**config.mk**
```make
export PLATFORM = sky130hd
export DESIGN_NAME = frac_top
export DESIGN_NICKNAME = d
export VERILOG_FILES = /design/src/hw/frac_pkg.sv /design/src/hw/frac_fuse_bank.sv /design/src/hw/frac_top.sv
export SDC_FILE = /design/constraint.sdc
export NUM_CORES = 1
export LEC_CHECK = 0
export BUFFER_PORTS_ARGS = -buffer_cell sky130_fd_sc_hd__buf_2
export CAP_MARGIN = 20
export CELL_PAD_IN_SITES_DETAIL_PLACEMENT = 1
export CELL_PAD_IN_SITES_GLOBAL_PLACEMENT = 1
export CORE_UTILIZATION = 50
export DETAILED_ROUTE_END_ITERATION = 16
export GPL_ROUTABILITY_DRIVEN = 1
export HOLD_SLACK_MARGIN = 0.08
export PLACE_DENSITY_LB_ADDON = 0.1
export REMOVE_ABC_BUFFERS = 1
export SYNTH_ARGS = -nofsm -noshare
export SYNTH_HDL_FRONTEND = slang
export SYNTH_HIERARCHICAL = 1
export SYNTH_SLANG_ARGS = --single-unit
```
**constraint.sdc**
```tcl
create_clock -name CLK_SYS_I -period 4.5 [get_ports CLK_SYS_I]
set_input_delay 0.675 -clock CLK_SYS_I [delete_from_list [all_inputs] [get_ports CLK_SYS_I]]
set_output_delay 0.675 -clock CLK_SYS_I [all_outputs]
set_load 0.005 [all_outputs]
```
**src/hw/frac_pkg.sv**
```systemverilog
// Package for the fuse and ROM access control block.
// Holds register offsets, field positions, opcodes, fuse ranges, reset
// values and timing constants shared by the top module and the fuse bank.
package frac_pkg;

  // Wishbone register byte offsets (32-bit aligned words)
  localparam logic [7:0] FRAC_OFS_CMD    = 8'h00;
  localparam logic [7:0] FRAC_OFS_BURN0  = 8'h04;
  localparam logic [7:0] FRAC_OFS_BURN1  = 8'h08;
  localparam logic [7:0] FRAC_OFS_BURN2  = 8'h0c;
  localparam logic [7:0] FRAC_OFS_CHAL   = 8'h10;
  localparam logic [7:0] FRAC_OFS_RESP   = 8'h14;
  localparam logic [7:0] FRAC_OFS_RESULT = 8'h18;
  localparam logic [7:0] FRAC_OFS_STATUS = 8'h1c;
  localparam logic [7:0] FRAC_OFS_SERLO  = 8'h20;
  localparam logic [7:0] FRAC_OFS_SERHI  = 8'h24;

  // Command register fields
  localparam int FRAC_CMD_OP_LSB  = 0;   // Opcode in bits 3:0
  localparam int FRAC_CMD_ARG_LSB = 8;   // Word address or step in bits 9:8

  // Opcodes
  localparam logic [3:0] FRAC_OP_FUSE_READ = 4'h1;
  localparam logic [3:0] FRAC_OP_BURN      = 4'h2;
  localparam logic [3:0] FRAC_OP_ROM_READ  = 4'h3;
  localparam logic [3:0] FRAC_OP_VALIDATE  = 4'h4;
  localparam logic [3:0] FRAC_OP_WAKE      = 4'h5;

  // Validation steps carried in the argument field
  localparam logic [1:0] FRAC_STEP_FIRST  = 2'h0;
  localparam logic [1:0] FRAC_STEP_SECOND = 2'h1;
  localparam logic [1:0] FRAC_STEP_THIRD  = 2'h2;

  // Status register bit positions
  localparam int FRAC_ST_BUSY     = 0;
  localparam int FRAC_ST_BURN_REF = 1;
  localparam int FRAC_ST_READ_REF = 2;
  localparam int FRAC_ST_PASS     = 3;
  localparam int FRAC_ST_FAIL     = 4;
  localparam int FRAC_ST_SLEEP    = 5;
  localparam int FRAC_ST_LOCKED   = 6;
  localparam int FRAC_ST_CMD_REF  = 7;

  // Fuse array layout
  localparam int FRAC_FUSE_BITS    = 128;
  localparam int FRAC_SECRET_BITS  = 64;
  localparam int FRAC_STATUS_LSB   = 64;
  localparam int FRAC_LOCK_BIT     = 87;
  localparam int FRAC_MAKER_LSB    = 88;
  localparam int FRAC_SERIAL_LSB   = 96;
  localparam int FRAC_BURN_BITS    = 88;   // Fuses 0..87 reachable by a burn
  localparam int FRAC_SECRET_WORDS = 2;    // Fuse read words 0 and 1 are secret

  // ROM layout: number of readable words
  localparam int FRAC_ROM_READ_WORDS = 2;  // First 64 bits only

  // Factory value of an unburned user fuse
  localparam logic FRAC_FUSE_BLANK = 1'b1;

  // Watchdog interval, free choice of the block, and its cycle count
  localparam int          FRAC_CLK_MHZ      = 125;
  localparam int          FRAC_WDOG_TIME_MS = 1300;
  localparam logic [31:0] FRAC_WDOG_CYCLES  = 32'(FRAC_WDOG_TIME_MS * FRAC_CLK_MHZ * 1000);

endpackage

```
**src/hw/frac_fuse_bank.sv**
```systemverilog
// One-time fuse bank: burn-only storage with a registered word read port.
// Assumes burn requests are one-cycle pulses from logic on the same clock.
`timescale 1ns/10ps

module frac_fuse_bank
  import frac_pkg::*;
#(
  parameter int                 WIDTH   = FRAC_FUSE_BITS,
  parameter int                 WORD    = 32,
  parameter logic [WIDTH-1:0]   FACTORY = {WIDTH{FRAC_FUSE_BLANK}}
) (
  input  wire logic                       clk_i,
  input  wire logic                       rst_n_i,
  input  wire logic [WIDTH-1:0]           burn_i,
  input  wire logic                       rd_en_i,
  input  wire logic [$clog2(WIDTH/WORD)-1:0] rd_idx_i,
  output logic      [WORD-1:0]            rd_data_o,
  output logic      [WIDTH-1:0]           fuses_o
);

  generate
    if (WIDTH % WORD != 0 || WIDTH < 2 * WORD) begin : g_bad
      $error("frac_fuse_bank: WIDTH must be a multiple of WORD, at least two words");
    end
  endgenerate

  logic [WIDTH-1:0] cell_q;

  // A burn only clears cells; only a reset brings a burned fuse back to its factory one
  always_ff @(posedge clk_i or negedge rst_n_i) begin
    if (!rst_n_i) begin
      cell_q <= FACTORY;
    end else begin
      cell_q <= cell_q & ~burn_i;
    end
  end

  // Word read port comes out of a register
  always_ff @(posedge clk_i or negedge rst_n_i) begin
    if (!rst_n_i) begin
      rd_data_o <= '0;
    end else if (rd_en_i) begin
      rd_data_o <= cell_q[rd_idx_i*WORD +: WORD];
    end
  end

  assign fuses_o = cell_q;

endmodule

```
**src/hw/frac_top.sv**
```systemverilog
// Fuse and mask ROM access control with a Wishbone register port.
// Assumes a classic Wishbone master on CLK_SYS_I; no pins cross domains.
//
// Added by the designer: the Wishbone interface to the registers and the register offsets.
`timescale 1ns/10ps

module frac_top
  import frac_pkg::*;
#(
  parameter logic [31:0] WDOG_CYCLES     = FRAC_WDOG_CYCLES,
  parameter logic [15:0] ROM_MAKER_CODE  = 16'h3c5a,     // Arbitrary identity value
  parameter logic [15:0] WAFER_SERIAL    = 16'h0001,     // Arbitrary per-die value
  parameter logic [31:0] REVISION        = 32'h00000001, // Arbitrary revision value
  parameter logic [7:0]  FUSE_MAKER_CODE = 8'h5c,        // Arbitrary identity value
  parameter logic [31:0] FUSE_SERIAL     = 32'h00000001, // Arbitrary per-part value
  parameter logic [31:0] MASK_KEY        = 32'h6b43a9e1  // Mask-programmed key
) (
  input  wire logic        CLK_SYS_I,
  input  wire logic        RST_N_I,
  input  wire logic        WB_CYC_I,
  input  wire logic        WB_STB_I,
  input  wire logic        WB_WE_I,
  input  wire logic [7:0]  WB_ADR_I,
  input  wire logic [3:0]  WB_SEL_I,
  input  wire logic [31:0] WB_DAT_I,
  output logic      [31:0] WB_DAT_O,
  output logic             WB_ACK_O,
  output logic             SLEEP_O,
  output logic             VALID_PASS_O,
  output logic      [47:0] SERIAL_NUM_O
);

  generate
    if (WDOG_CYCLES < 32'd2) begin : g_bad_wdog
      $error("frac_top: WDOG_CYCLES must be at least 2");
    end
  endgenerate

  // Factory image of the fuse array: user fuses blank, identity fuses set
  localparam logic [FRAC_FUSE_BITS-1:0] FACTORY_FUSES =
    {FUSE_SERIAL, FUSE_MAKER_CODE, {FRAC_BURN_BITS{FRAC_FUSE_BLANK}}};

  // Fuses a burn can reach; identity fuses are masked off for good
  localparam logic [FRAC_FUSE_BITS-1:0] BURNABLE =
    {{(FRAC_FUSE_BITS-FRAC_BURN_BITS){1'b0}}, {FRAC_BURN_BITS{1'b1}}};

  // Readable mask ROM image, 64 bits as two words
  localparam logic [63:0] ROM_IMAGE = {REVISION, WAFER_SERIAL, ROM_MAKER_CODE};

  typedef enum logic [3:0] {
    ST_IDLE  = 4'b0001,
    ST_FREAD = 4'b0010,
    ST_FCAP  = 4'b0100,
    ST_SLEEP = 4'b1000
  } frac_state_e;

  // Byte-lane merge for register writes
  function automatic logic [31:0] lane_merge(input logic [31:0] old_v,
                                             input logic [31:0] new_v,
                                             input logic [3:0]  sel);
    logic [31:0] res;
    res = old_v;
    for (int b = 0; b < 4; b++) begin
      if (sel[b]) begin
        res[b*8 +: 8] = new_v[b*8 +: 8];
      end
    end
    return res;
  endfunction

  // Keyed mixing round used by the validation steps
  function automatic logic [31:0] mix(input logic [31:0] a, input logic [31:0] k);
    logic [31:0] sum;
    sum = a + k;
    return {a[26:0], a[31:27]} ^ sum ^ {sum[15:0], sum[31:16]};
  endfunction

  // Bus side signals
  logic                       ack_q;
  logic [31:0]                dat_q;
  logic                       bus_req;
  logic                       wr_acc;
  logic                       rd_acc;

  // Software registers
  logic [FRAC_BURN_BITS-1:0]  burn_mask_q;
  logic [31:0]                chal_q;
  logic [31:0]                resp_q;
  logic                       cmd_go_q;
  logic [3:0]                 cmd_op_q;
  logic [1:0]                 cmd_arg_q;

  // Block state
  frac_state_e                state_q;
  logic [31:0]                result_q;
  logic                       burn_ref_q;
  logic                       read_ref_q;
  logic                       cmd_ref_q;
  logic                       pass_q;
  logic                       fail_q;
  logic [31:0]                acc_q;
  logic [31:0]                wdog_q;
  logic                       wdog_fire;
  logic [47:0]                serial_q;

  // Fuse bank connection
  logic [FRAC_FUSE_BITS-1:0]  burn_vec;
  logic [FRAC_FUSE_BITS-1:0]  fuses;
  logic                       fuse_rd_en;
  logic [31:0]                fuse_rd_data;
  logic                       locked;
  logic [63:0]                secret_eff;
  logic                       awake;

  assign bus_req = WB_CYC_I && WB_STB_I && !ack_q;
  assign wr_acc  = bus_req && WB_WE_I;
  assign rd_acc  = bus_req && !WB_WE_I;
  assign awake   = (state_q != ST_SLEEP);

  // A burned lock fuse reads zero
  assign locked = (fuses[FRAC_LOCK_BIT] != FRAC_FUSE_BLANK);

  // Secret fuses count only after the lock fuse is burned
  assign secret_eff = locked ? fuses[FRAC_SECRET_BITS-1:0] : 64'h0;

  // Wishbone answer: one wait state, ack dropped the cycle after it rose
  always_ff @(posedge CLK_SYS_I or negedge RST_N_I) begin
    if (!RST_N_I) begin
      ack_q <= 1'b0;
    end else begin
      ack_q <= bus_req;
    end
  end

  // Read mux; unmapped offsets answer zero rather than an error
  always_ff @(posedge CLK_SYS_I or negedge RST_N_I) begin
    if (!RST_N_I) begin
      dat_q <= 32'h0;
    end else if (rd_acc) begin
      unique case (WB_ADR_I)
        FRAC_OFS_CMD:    dat_q <= {22'h0, cmd_arg_q, 4'h0, cmd_op_q};
        FRAC_OFS_BURN0:  dat_q <= burn_mask_q[31:0];
        FRAC_OFS_BURN1:  dat_q <= burn_mask_q[63:32];
        FRAC_OFS_BURN2:  dat_q <= {8'h0, burn_mask_q[87:64]};
        FRAC_OFS_CHAL:   dat_q <= chal_q;
        FRAC_OFS_RESP:   dat_q <= 32'h0;  // Response is write-only
        FRAC_OFS_RESULT: dat_q <= result_q;
        FRAC_OFS_STATUS: begin
          dat_q                   <= 32'h0;
          dat_q[FRAC_ST_BUSY]     <= (state_q == ST_FREAD) || (state_q == ST_FCAP) || cmd_go_q;
          dat_q[FRAC_ST_BURN_REF] <= burn_ref_q;
          dat_q[FRAC_ST_READ_REF] <= read_ref_q;
          dat_q[FRAC_ST_PASS]     <= pass_q;
          dat_q[FRAC_ST_FAIL]     <= fail_q;
          dat_q[FRAC_ST_SLEEP]    <= !awake;
          dat_q[FRAC_ST_LOCKED]   <= locked;
          dat_q[FRAC_ST_CMD_REF]  <= cmd_ref_q;
        end
        FRAC_OFS_SERLO:  dat_q <= serial_q[31:0];
        FRAC_OFS_SERHI:  dat_q <= {16'h0, serial_q[47:32]};
        default:         dat_q <= 32'h0;
      endcase
    end
  end

  // Burn selection: any subset of secret and status fuses plus the lock
  always_ff @(posedge CLK_SYS_I or negedge RST_N_I) begin
    if (!RST_N_I) begin
      burn_mask_q <= '0;
    end else if (wr_acc) begin
      if (WB_ADR_I == FRAC_OFS_BURN0) begin
        burn_mask_q[31:0] <= lane_merge(burn_mask_q[31:0], WB_DAT_I, WB_SEL_I);
      end
      if (WB_ADR_I == FRAC_OFS_BURN1) begin
        burn_mask_q[63:32] <= lane_merge(burn_mask_q[63:32], WB_DAT_I, WB_SEL_I);
      end
      if (WB_ADR_I == FRAC_OFS_BURN2) begin
        burn_mask_q[87:64] <= 24'(lane_merge({8'h0, burn_mask_q[87:64]}, WB_DAT_I, WB_SEL_I));
      end
    end
  end

  // Challenge and response words for validation
  always_ff @(posedge CLK_SYS_I or negedge RST_N_I) begin
    if (!RST_N_I) begin
      chal_q <= 32'h0;
      resp_q <= 32'h0;
    end else if (wr_acc) begin
      if (WB_ADR_I == FRAC_OFS_CHAL) begin
        chal_q <= lane_merge(chal_q, WB_DAT_I, WB_SEL_I);
      end
      if (WB_ADR_I == FRAC_OFS_RESP) begin
        resp_q <= lane_merge(resp_q, WB_DAT_I, WB_SEL_I);
      end
    end
  end

  // Command strobe: a write to the command word with lane 0 launches it
  always_ff @(posedge CLK_SYS_I or negedge RST_N_I) begin
    if (!RST_N_I) begin
      cmd_go_q  <= 1'b0;
      cmd_op_q  <= 4'h0;
      cmd_arg_q <= 2'h0;
    end else begin
      cmd_go_q <= wr_acc && (WB_ADR_I == FRAC_OFS_CMD) && WB_SEL_I[0];
      if (wr_acc && (WB_ADR_I == FRAC_OFS_CMD)) begin
        if (WB_SEL_I[0]) begin
          cmd_op_q <= WB_DAT_I[FRAC_CMD_OP_LSB +: 4];
        end
        if (WB_SEL_I[1]) begin
          cmd_arg_q <= WB_DAT_I[FRAC_CMD_ARG_LSB +: 2];
        end
      end
    end
  end

  // Watchdog: restarts only on wake and ignores all other traffic
  assign wdog_fire = awake && (wdog_q == WDOG_CYCLES - 32'd1);

  always_ff @(posedge CLK_SYS_I or negedge RST_N_I) begin
    if (!RST_N_I) begin
      wdog_q <= 32'h0;
    end else if (!awake) begin
      wdog_q <= 32'h0;
    end else if (!wdog_fire) begin
      wdog_q <= wdog_q + 32'd1;
    end
  end

  // Command sequencer; the watchdog wins over any command in flight
  always_ff @(posedge CLK_SYS_I or negedge RST_N_I) begin
    if (!RST_N_I) begin
      state_q <= ST_IDLE;
    end else if (wdog_fire) begin
      state_q <= ST_SLEEP;
    end else begin
      unique case (state_q)
        ST_IDLE: begin
          if (cmd_go_q && cmd_op_q == FRAC_OP_FUSE_READ &&
              cmd_arg_q >= 2'(FRAC_SECRET_WORDS)) begin
            state_q <= ST_FREAD;
          end
        end
        ST_FREAD: state_q <= ST_FCAP;
        ST_FCAP:  state_q <= ST_IDLE;
        ST_SLEEP: begin
          if (cmd_go_q && cmd_op_q == FRAC_OP_WAKE) begin
            state_q <= ST_IDLE;
          end
        end
      endcase
    end
  end

  // Fuse read port request, launched only for public words
  assign fuse_rd_en = (state_q == ST_FREAD);

  // Burn pulse: refused once locked, identity fuses never reachable
  always_comb begin
    burn_vec = '0;
    if (cmd_go_q && awake && cmd_op_q == FRAC_OP_BURN && !locked) begin
      burn_vec = {{(FRAC_FUSE_BITS-FRAC_BURN_BITS){1'b0}}, burn_mask_q} & BURNABLE;
    end
  end

  // Result word: fuse reads, ROM reads; secret and hidden data read as zero
  always_ff @(posedge CLK_SYS_I or negedge RST_N_I) begin
    if (!RST_N_I) begin
      result_q <= 32'h0;
    end else if (state_q == ST_FCAP) begin
      result_q <= fuse_rd_data;
    end else if (cmd_go_q && awake) begin
      unique case (cmd_op_q)
        FRAC_OP_FUSE_READ: begin
          result_q <= 32'h0;
        end
        FRAC_OP_ROM_READ: begin
          if (cmd_arg_q < 2'(FRAC_ROM_READ_WORDS)) begin
            // Byte 0 carries the low byte, so a byte-serial wire shows it swapped
            result_q <= ROM_IMAGE[cmd_arg_q[0]*32 +: 32];
          end else begin
            result_q <= 32'h0;
          end
        end
        default: result_q <= result_q;
      endcase
    end
  end

  // Refusal flags report the fate of the latest command only
  always_ff @(posedge CLK_SYS_I or negedge RST_N_I) begin
    if (!RST_N_I) begin
      burn_ref_q <= 1'b0;
      read_ref_q <= 1'b0;
      cmd_ref_q  <= 1'b0;
    end else if (cmd_go_q) begin
      cmd_ref_q  <= !awake && (cmd_op_q != FRAC_OP_WAKE);
      burn_ref_q <= awake && (cmd_op_q == FRAC_OP_BURN) && locked;
      read_ref_q <= awake && (((cmd_op_q == FRAC_OP_FUSE_READ) &&
                               (cmd_arg_q < 2'(FRAC_SECRET_WORDS))) ||
                              ((cmd_op_q == FRAC_OP_ROM_READ) &&
                               (cmd_arg_q >= 2'(FRAC_ROM_READ_WORDS))));
    end
  end

  // Validation chain: maker code always in, ROM serial and status fuses never
  always_ff @(posedge CLK_SYS_I or negedge RST_N_I) begin
    if (!RST_N_I) begin
      acc_q  <= 32'h0;
      pass_q <= 1'b0;
      fail_q <= 1'b0;
    end else if (!awake) begin
      acc_q  <= 32'h0;  // Sleep drops any half-built digest
      pass_q <= 1'b0;
      fail_q <= 1'b0;
    end else if (cmd_go_q && cmd_op_q == FRAC_OP_VALIDATE) begin
      unique case (cmd_arg_q)
        FRAC_STEP_FIRST: begin
          acc_q  <= mix(chal_q ^ {fuses[FRAC_MAKER_LSB +: 8], 8'h0, ROM_MAKER_CODE}, MASK_KEY);
          pass_q <= 1'b0;
          fail_q <= 1'b0;
        end
        FRAC_STEP_SECOND: begin
          acc_q <= mix(acc_q ^ chal_q, MASK_KEY);
        end
        FRAC_STEP_THIRD: begin
          // Only the verdict leaves the block, never the expected value
          pass_q <= (mix(acc_q ^ secret_eff[31:0] ^ secret_eff[63:32], MASK_KEY)
                     == resp_q);
          fail_q <= (mix(acc_q ^ secret_eff[31:0] ^ secret_eff[63:32], MASK_KEY)
                     != resp_q);
        end
        default: begin
          pass_q <= 1'b0;  // An unknown step never leaves a stale pass behind
          fail_q <= 1'b1;
        end
      endcase
    end
  end

  // Full serial number from ROM and fuse parts
  always_ff @(posedge CLK_SYS_I or negedge RST_N_I) begin
    if (!RST_N_I) begin
      serial_q <= 48'h0;
    end else begin
      serial_q <= {WAFER_SERIAL, fuses[FRAC_SERIAL_LSB +: 32]};
    end
  end

  // Fuse storage
  frac_fuse_bank #(
    .WIDTH   (FRAC_FUSE_BITS),
    .WORD    (32),
    .FACTORY (FACTORY_FUSES)
  ) u_bank (
    .clk_i     (CLK_SYS_I),
    .rst_n_i   (RST_N_I),
    .burn_i    (burn_vec),
    .rd_en_i   (fuse_rd_en),
    .rd_idx_i  (cmd_arg_q),
    .rd_data_o (fuse_rd_data),
    .fuses_o   (fuses)
  );

  // Registered outputs
  always_ff @(posedge CLK_SYS_I or negedge RST_N_I) begin
    if (!RST_N_I) begin
      SLEEP_O      <= 1'b0;
      VALID_PASS_O <= 1'b0;
    end else begin
      SLEEP_O      <= wdog_fire || !awake;
      VALID_PASS_O <= pass_q;
    end
  end

  assign WB_DAT_O     = dat_q;
  assign WB_ACK_O     = ack_q;
  assign SERIAL_NUM_O = serial_q;

endmodule

```
## Word-level counts from Yosys, hierarchy flattened

Cells that the tools add are included.

| storage, ports and cells | value |
|---|---|
| register bits | 492 |
| input bits | 49 |

| cells by class | value |
|---|---|
| add/subtract/negate cells | 4 |
| order comparisons | 2 |
| eq/ne operators | 31 |
| shift operators | 2 |
| mux-type cells | 22 |
| bitwise gates (word level) | 13 |
| reduce and logical (&&, ||, !) cells | 56 |

Operators by type and width:

| kind | count |
|---|---|
| 32-bit XOR | 10 |
| 32-bit case mux with 9 select lines | 1 |
| 32-bit two-way mux | 7 |
| 128-bit AND | 1 |
| 88-bit NOT with 128-bit output | 1 |
| 32-bit case mux with 2 select lines | 2 |
| 128-bit by 8-bit indexed part select with 32-bit output | 1 |
| 32-bit by 31-bit adder with 32-bit output, second input constant | 3 |
| 88-bit two-way mux | 1 |
| 64-bit two-way mux | 1 |
| 64-bit by 7-bit indexed part select with 32-bit output, first input constant | 1 |
| 3-bit AND reduction | 19 |
| 32-bit by 1-bit adder with 32-bit output, second input constant | 1 |
| 32-bit by 28-bit == test with 1-bit output, second input constant | 1 |
| 32-bit == test | 1 |
| 8-bit by 5-bit == test with 1-bit output, second input constant | 4 |
| 32-bit != test | 1 |
| 1-bit logical AND | 20 |
| 8-bit by 4-bit == test with 1-bit output, second input constant | 2 |
| 8-bit by 6-bit == test with 1-bit output, second input constant | 2 |
| 4-bit case mux with 4 select lines | 1 |
| 4-bit by 2-bit == test with 1-bit output, second input constant | 3 |
| 4-bit by 3-bit == test with 1-bit output, second input constant | 3 |
| 4-bit two-way mux | 3 |
| 24 further kinds | 40 |

## Longest topological paths before layout

| logic depth | value |
|---|---|
| word-level depth | 10 |
| depth in mapped cells | 17 |
| gate-level depth less buffers | 16 |

## Hierarchy

The synthesis kept the hierarchy.

Modules (own cells, without submodules):

| module | instances | cells an instance | area an instance (µm²) | sequential area each (µm²) |
|---|---|---|---|---|
| frac_top | 1 | 1930 | 19462.4 | 8309.2 |
| frac_fuse_bank | 1 | 434 | 6394.9 | 4120.2 |

## Worst setup path after synthesis

Ideal clock, no wire load.

| path | value |
|---|---|
| path kind | flip-flop to flip-flop |
| start | register u_bank.cell_q[87] (netlist: u_bank/fuses_o[87]) |
| end | register fail_q |
| data arrival time | 3492 ps |
| data required time | 4367 ps |
| setup slack | 875 ps |
| stages on the path, launching flop included | 18 |
| path buffers | 2 |
| clock period less this slack | 3625 ps |
| path through | dfstp_2 -> buf_6 -> buf_2 -> o21ai_0 -> and2_1 -> inv_1 -> ha_1 -> inv_1 -> a221oi_1 -> a211oi_1 -> o311ai_2 -> nand2_1 -> xnor2_1 -> mux2i_1 -> nand2_1 -> nor4b_1 -> nor4bb_1 -> a31oi_1 |

| between the ends | value |
|---|---|
| longest elaborated chain between the ends | 10 |

RTL lines:

| what | RTL line | text |
|---|---|---|
| start, declared | frac_fuse_bank.sv:27 | `logic [WIDTH-1:0] cell_q;` |
| start signal, assigned | frac_fuse_bank.sv:34 | `cell_q <= cell_q & ~burn_i;` |
| 64-bit two-way mux (*) | frac_top.sv:124 | `assign secret_eff = locked ? fuses[FRAC_SECRET_BITS-1:0] : 64'h0;` |
| 32-bit XOR | frac_top.sv:330 | `fail_q <= (mix(acc_q ^ secret_eff[31:0] ^ secret_eff[63:32], MASK_KEY)` |
| 32-bit XOR (*) | frac_top.sv:330 |  |
| 32-bit by 31-bit adder with 32-bit output | frac_top.sv:74 | `sum = a + k;` |
| 32-bit XOR | frac_top.sv:75 | `return {a[26:0], a[31:27]} ^ sum ^ {sum[15:0], sum[31:16]};` |
| 32-bit XOR (*) | frac_top.sv:75 |  |
| 32-bit != test (*) | frac_top.sv:331 | `!= resp_q);` |
| 1-bit case mux with 3 select lines (*) | frac_top.sv:317 | `unique case (cmd_arg_q)` |
| 1-bit two-way mux (*) | frac_top.sv:316 | `end else if (cmd_go_q && cmd_op_q == FRAC_OP_VALIDATE) begin` |
| 1-bit two-way mux (*) | frac_top.sv:312 | `end else if (!awake) begin` |
| end signal, assigned | frac_top.sv:330 |  |
| end, declared | frac_top.sv:100 | `logic fail_q;` |

Mark *: on every way between the ends. The rest lies on a longest branch, timed or not. The select of a mux whose other input is x is not followed.
A chain may end at the register's enable or synchronous reset.

## Worst setup path in the final report

| path | value |
|---|---|
| start | register chal_q[1] |
| end | register acc_q[20] |

| between the ends | value |
|---|---|
| longest elaborated chain between the ends | 7 |
| elaborated cells between the ends (all ways) | 11 |
| classes of those cells | add/sub (2); mux (3); bitwise (6) |

RTL lines:

| what | RTL line | text |
|---|---|---|
| start, declared | frac_top.sv:87 | `logic [31:0] chal_q;` |
| start signal, assigned | frac_top.sv:190 | `chal_q <= lane_merge(chal_q, WB_DAT_I, WB_SEL_I);` |
| 32-bit XOR (on tied branches) | frac_top.sv:324, frac_top.sv:319 |  |
| 32-bit by 31-bit adder with 32-bit output | frac_top.sv:74 |  |
| 32-bit XOR (2 in series) | frac_top.sv:75 |  |
| 32-bit case mux with 2 select lines (*) | frac_top.sv:317 |  |
| 32-bit two-way mux (*) | frac_top.sv:316 |  |
| 32-bit two-way mux (*) | frac_top.sv:312 |  |
| end signal, assigned | frac_top.sv:319 | `acc_q <= mix(chal_q ^ {fuses[FRAC_MAKER_LSB +: 8], 8'h0, ROM_MAKER_CODE}, MASK_KEY);` |
| end signal, assigned | frac_top.sv:324 | `acc_q <= mix(acc_q ^ chal_q, MASK_KEY);` |
| end, declared | frac_top.sv:101 | `logic [31:0] acc_q;` |

Marks and branches as above.

==> qor.csv <==
metric,value,unit
status,"finished, final reports clean",
synthesized cell area,0.02586,mm2
WHS,0.1790,ns
fin. max-slew vios,0,
flop-to-flop setup slack,0.39,ns
fin crit period,4.113,ns
DP Wirelength,65490,um
top-count cell post-synth,dfrtp_1,
IO Count,132,
CP max FO,5,
ys async rst share,100.0,%
CTS H-tree lvls,2,
VDD IR-drop max,0.0003240,V
"EDFF count, synth",0,
Final period util,91.39,%
clock network power share,49.3,%
# nets final,2580,
hold buffers post-CTS,0,
clock sink count,492,
Final Setup Violations,0,
vias per inst,6.001,
internal power,7196,uW
core area,0.05058,mm2
maximum buffer depth of the clock tree,3,
Layout area overhead,13.46,%
Post-Syn Area per Cell,10.94,um2
Critical-path top delay cell,dfrtp_1,
Multi-input gate area,0.01301,mm2
cell mode on critical path,xnor2_1,
post-synthesis sequential area ratio,48.07,%
Starting Density,51.12,%
Storage cell area,0.01243,mm2
number of I/O port buffers,116,
drt first-iter violations,1384,
Worst Hold Class,input port to async pin,
largest area contributor in the netlist,dfrtp_1,
actual slew at the worst max-slew pin,1.253,ns
final antenna-violating net count,0,
critical path class,flip-flop to flip-flop,
max incr delay on CP,0.46,ns
Yosys reg bits,492,
Worst Setup SP,chal_q[1],
Final Hold Vio Count,0,
Max-Cap Viols,0,
WP data required,4.98,ns
Logic pwr share,2.9,%
switching power,2121,uW
drt wl/cell,28.03,um
drt pass-1 iters,5,
share of the synthesized area in the top cell type,38.52,%
area of the die,0.05263,mm2
first-pass GRT wire length,137600,um
Startpoint Class,flip-flop,
clk_skew,0.01416,ns
ys flop type,dfrtp_1,
worst slack at placement,0.3686,ns
switching part of the total,22.77,%
Pwr Density,317.6,mW/mm2
RSZ-0062 raised after global routing,false,
routed vias,19460,
Die W,229.4,um
DRC,0,
vias in the first global route,21172,
Tot GR Track Use,35.08,%
Netlist cell types,72,
Post-Synthesis Cells,2364,
Worst R2R Path Depth,13,
Routability Congestion,1.033,
total power,9317,uW
Reg-to-Reg End,acc_q[20],
share of cells above drive strength 1,22.88,%
clk slew on worst S/H paths,0.07,ns
reg2reg start,chal_q[1],
CTS Buf Count,53,
arrival time at the worst endpoint,4.59,ns
CP Cell Sequence,xor2_1 -> ha_1 -> nand4_1 -> a21boi_1 -> o21bai_1 -> a21oi_1 -> nor2_1 -> or3_1 -> xnor2_1 -> xnor2_1 -> mux2i_1 -> xnor2_1 -> o21ai_0,
FP Rows,82,
TritonCTS clock tree,done,
largest net degree at the start of global routing,119,
final setup margin,0.3873,ns
capture point of the worst path,acc_q[20],
Die Height,229.4,um
initial antenna violation count,2,
grt ovf,0,
leakage,0.01321,uW
Yosys Warn Count,6,
synth top area cells,"dfrtp_1 39%, dfstp_2 9.6%, xnor2_1 8.7%",
Sequential Power Share,47.8,%
Rel. slew slack,16.19,%
Root Buffer Master,clkbuf_16,
synth cell count leaders,"398 x dfrtp_1, 257 x xnor2_1, 158 x mux2_2",
worst skew pair latency,0.62,ns
Post-Route WL,90890,um
CP endpoint kind,flip-flop,
Achievable Freq,0.2431,GHz
filler cell count,5370,
critical path: cells and delay by family, from the launching register on:
kind                       cells  cell delay [ns]
xor gates and xnor gates       4             1.33
AOI/OAI and AO/OA              4             0.97
and+or+nand+nor                3             0.78
DFF                            1             0.46
adders and majority gates      1             0.31
muxes                          1             0.12
power groups by stage:
stage	Combinational (uW)	Sequential (uW)	Clock, uW
floorplan	79.5	4530	0
global placement	262	4530	0
detailed placement	268	4530	0
CTS	270	4450	4650
global route	296	4450	4800
finish	269	4450	4600
how the worst min path moves through the flow:
stage / end / slack [ns] / depth (start not counted)
floorplan: SERIAL_NUM_O[10] / 0.37 / 0
global placement: SERIAL_NUM_O[21] / 0.38 / 0
detailed placement: SERIAL_NUM_O[19] / 0.38 / 0
CTS: chal_q[20] / 0.20 / 1
global route: u_bank/fuses_o[115] / 0.24 / 1
finish: burn_mask_q[51] / 0.18 / 1
state kept, by name, summed over array words and instances, names as in the netlist, 2 cells and up:
name,count
u_bank/fuses_o,128
burn_mask_q,88
SERIAL_NUM_O,33
WB_DAT_O,32
acc_q,32
chal_q,32
resp_q,32
result_q,32
u_bank/rd_data_o,32
wdog_q,32
cmd_op_q,4
state_q,4
cmd_arg_q,2
layer usage:
metal	GRT usage (%)	wire, um	part of all wire (%)
met1	46.87	39180	43
met2	56.90	42650	47
met3	4.980	5001	5.5
met4	15.21	4056	4.5
met5	0	0	0
area by class of cell:
type                       instances  area share, %
antenna                            1       0.008530
clock inverter                    21         0.9340
timing repair buffer             183          3.954
clock buffer                      77          5.276
tap                              672          2.866
inverter                          19         0.2431
multi-input combinational       1778          44.34
sequential                       492          42.38
cell usage in the layout, fill, tap and decap left out, types with 42 or more instances in the layout:
cell	instances
nand2_1	148
nand2b_1	42
nor2_1	102
and2_1	115
conb_1	56
buf_4	61
clkbuf_16	54
buf_2	115
o21ai_0	95
dfrtp_1	397
nor2b_1	137
mux2_2	158
a22oi_1	71
a21oi_1	54
xor2_1	98
xnor2_1	257
mux2i_1	86
dfstp_2	94
metrics by stage:
stage	utilization, %	instances	TNS (ns)	cell area [um2]
finish	58.00	3243	0	29340
global route	57.99	3242	0	29330
CTS	57.93	3239	0	29300
detailed placement	54.33	3141	0	27480
global placement	54.33	3141	0	27480
floorplan	-	2289	-95.79	25410
kinds of logic after synthesis:
logic type	after synthesis	share of synthesized area, %
muxes	245	10.25
DFF	492	48.07
AOI/OAI and AO/OA	406	11.68
xor gates and xnor gates	355	12.02
adders and majority gates	4	0.1936
other	2	0.02904
buffers and inverters	148	2.787
and+or+nand+nor	712	14.96
repair_timing:
action / in CTS / in global routing
resized for setup: 0 / 1
buffers inserted: 0 / 2
endpoints found under the setup margin: 0 / 2
(Power assumes the default switching activity.)
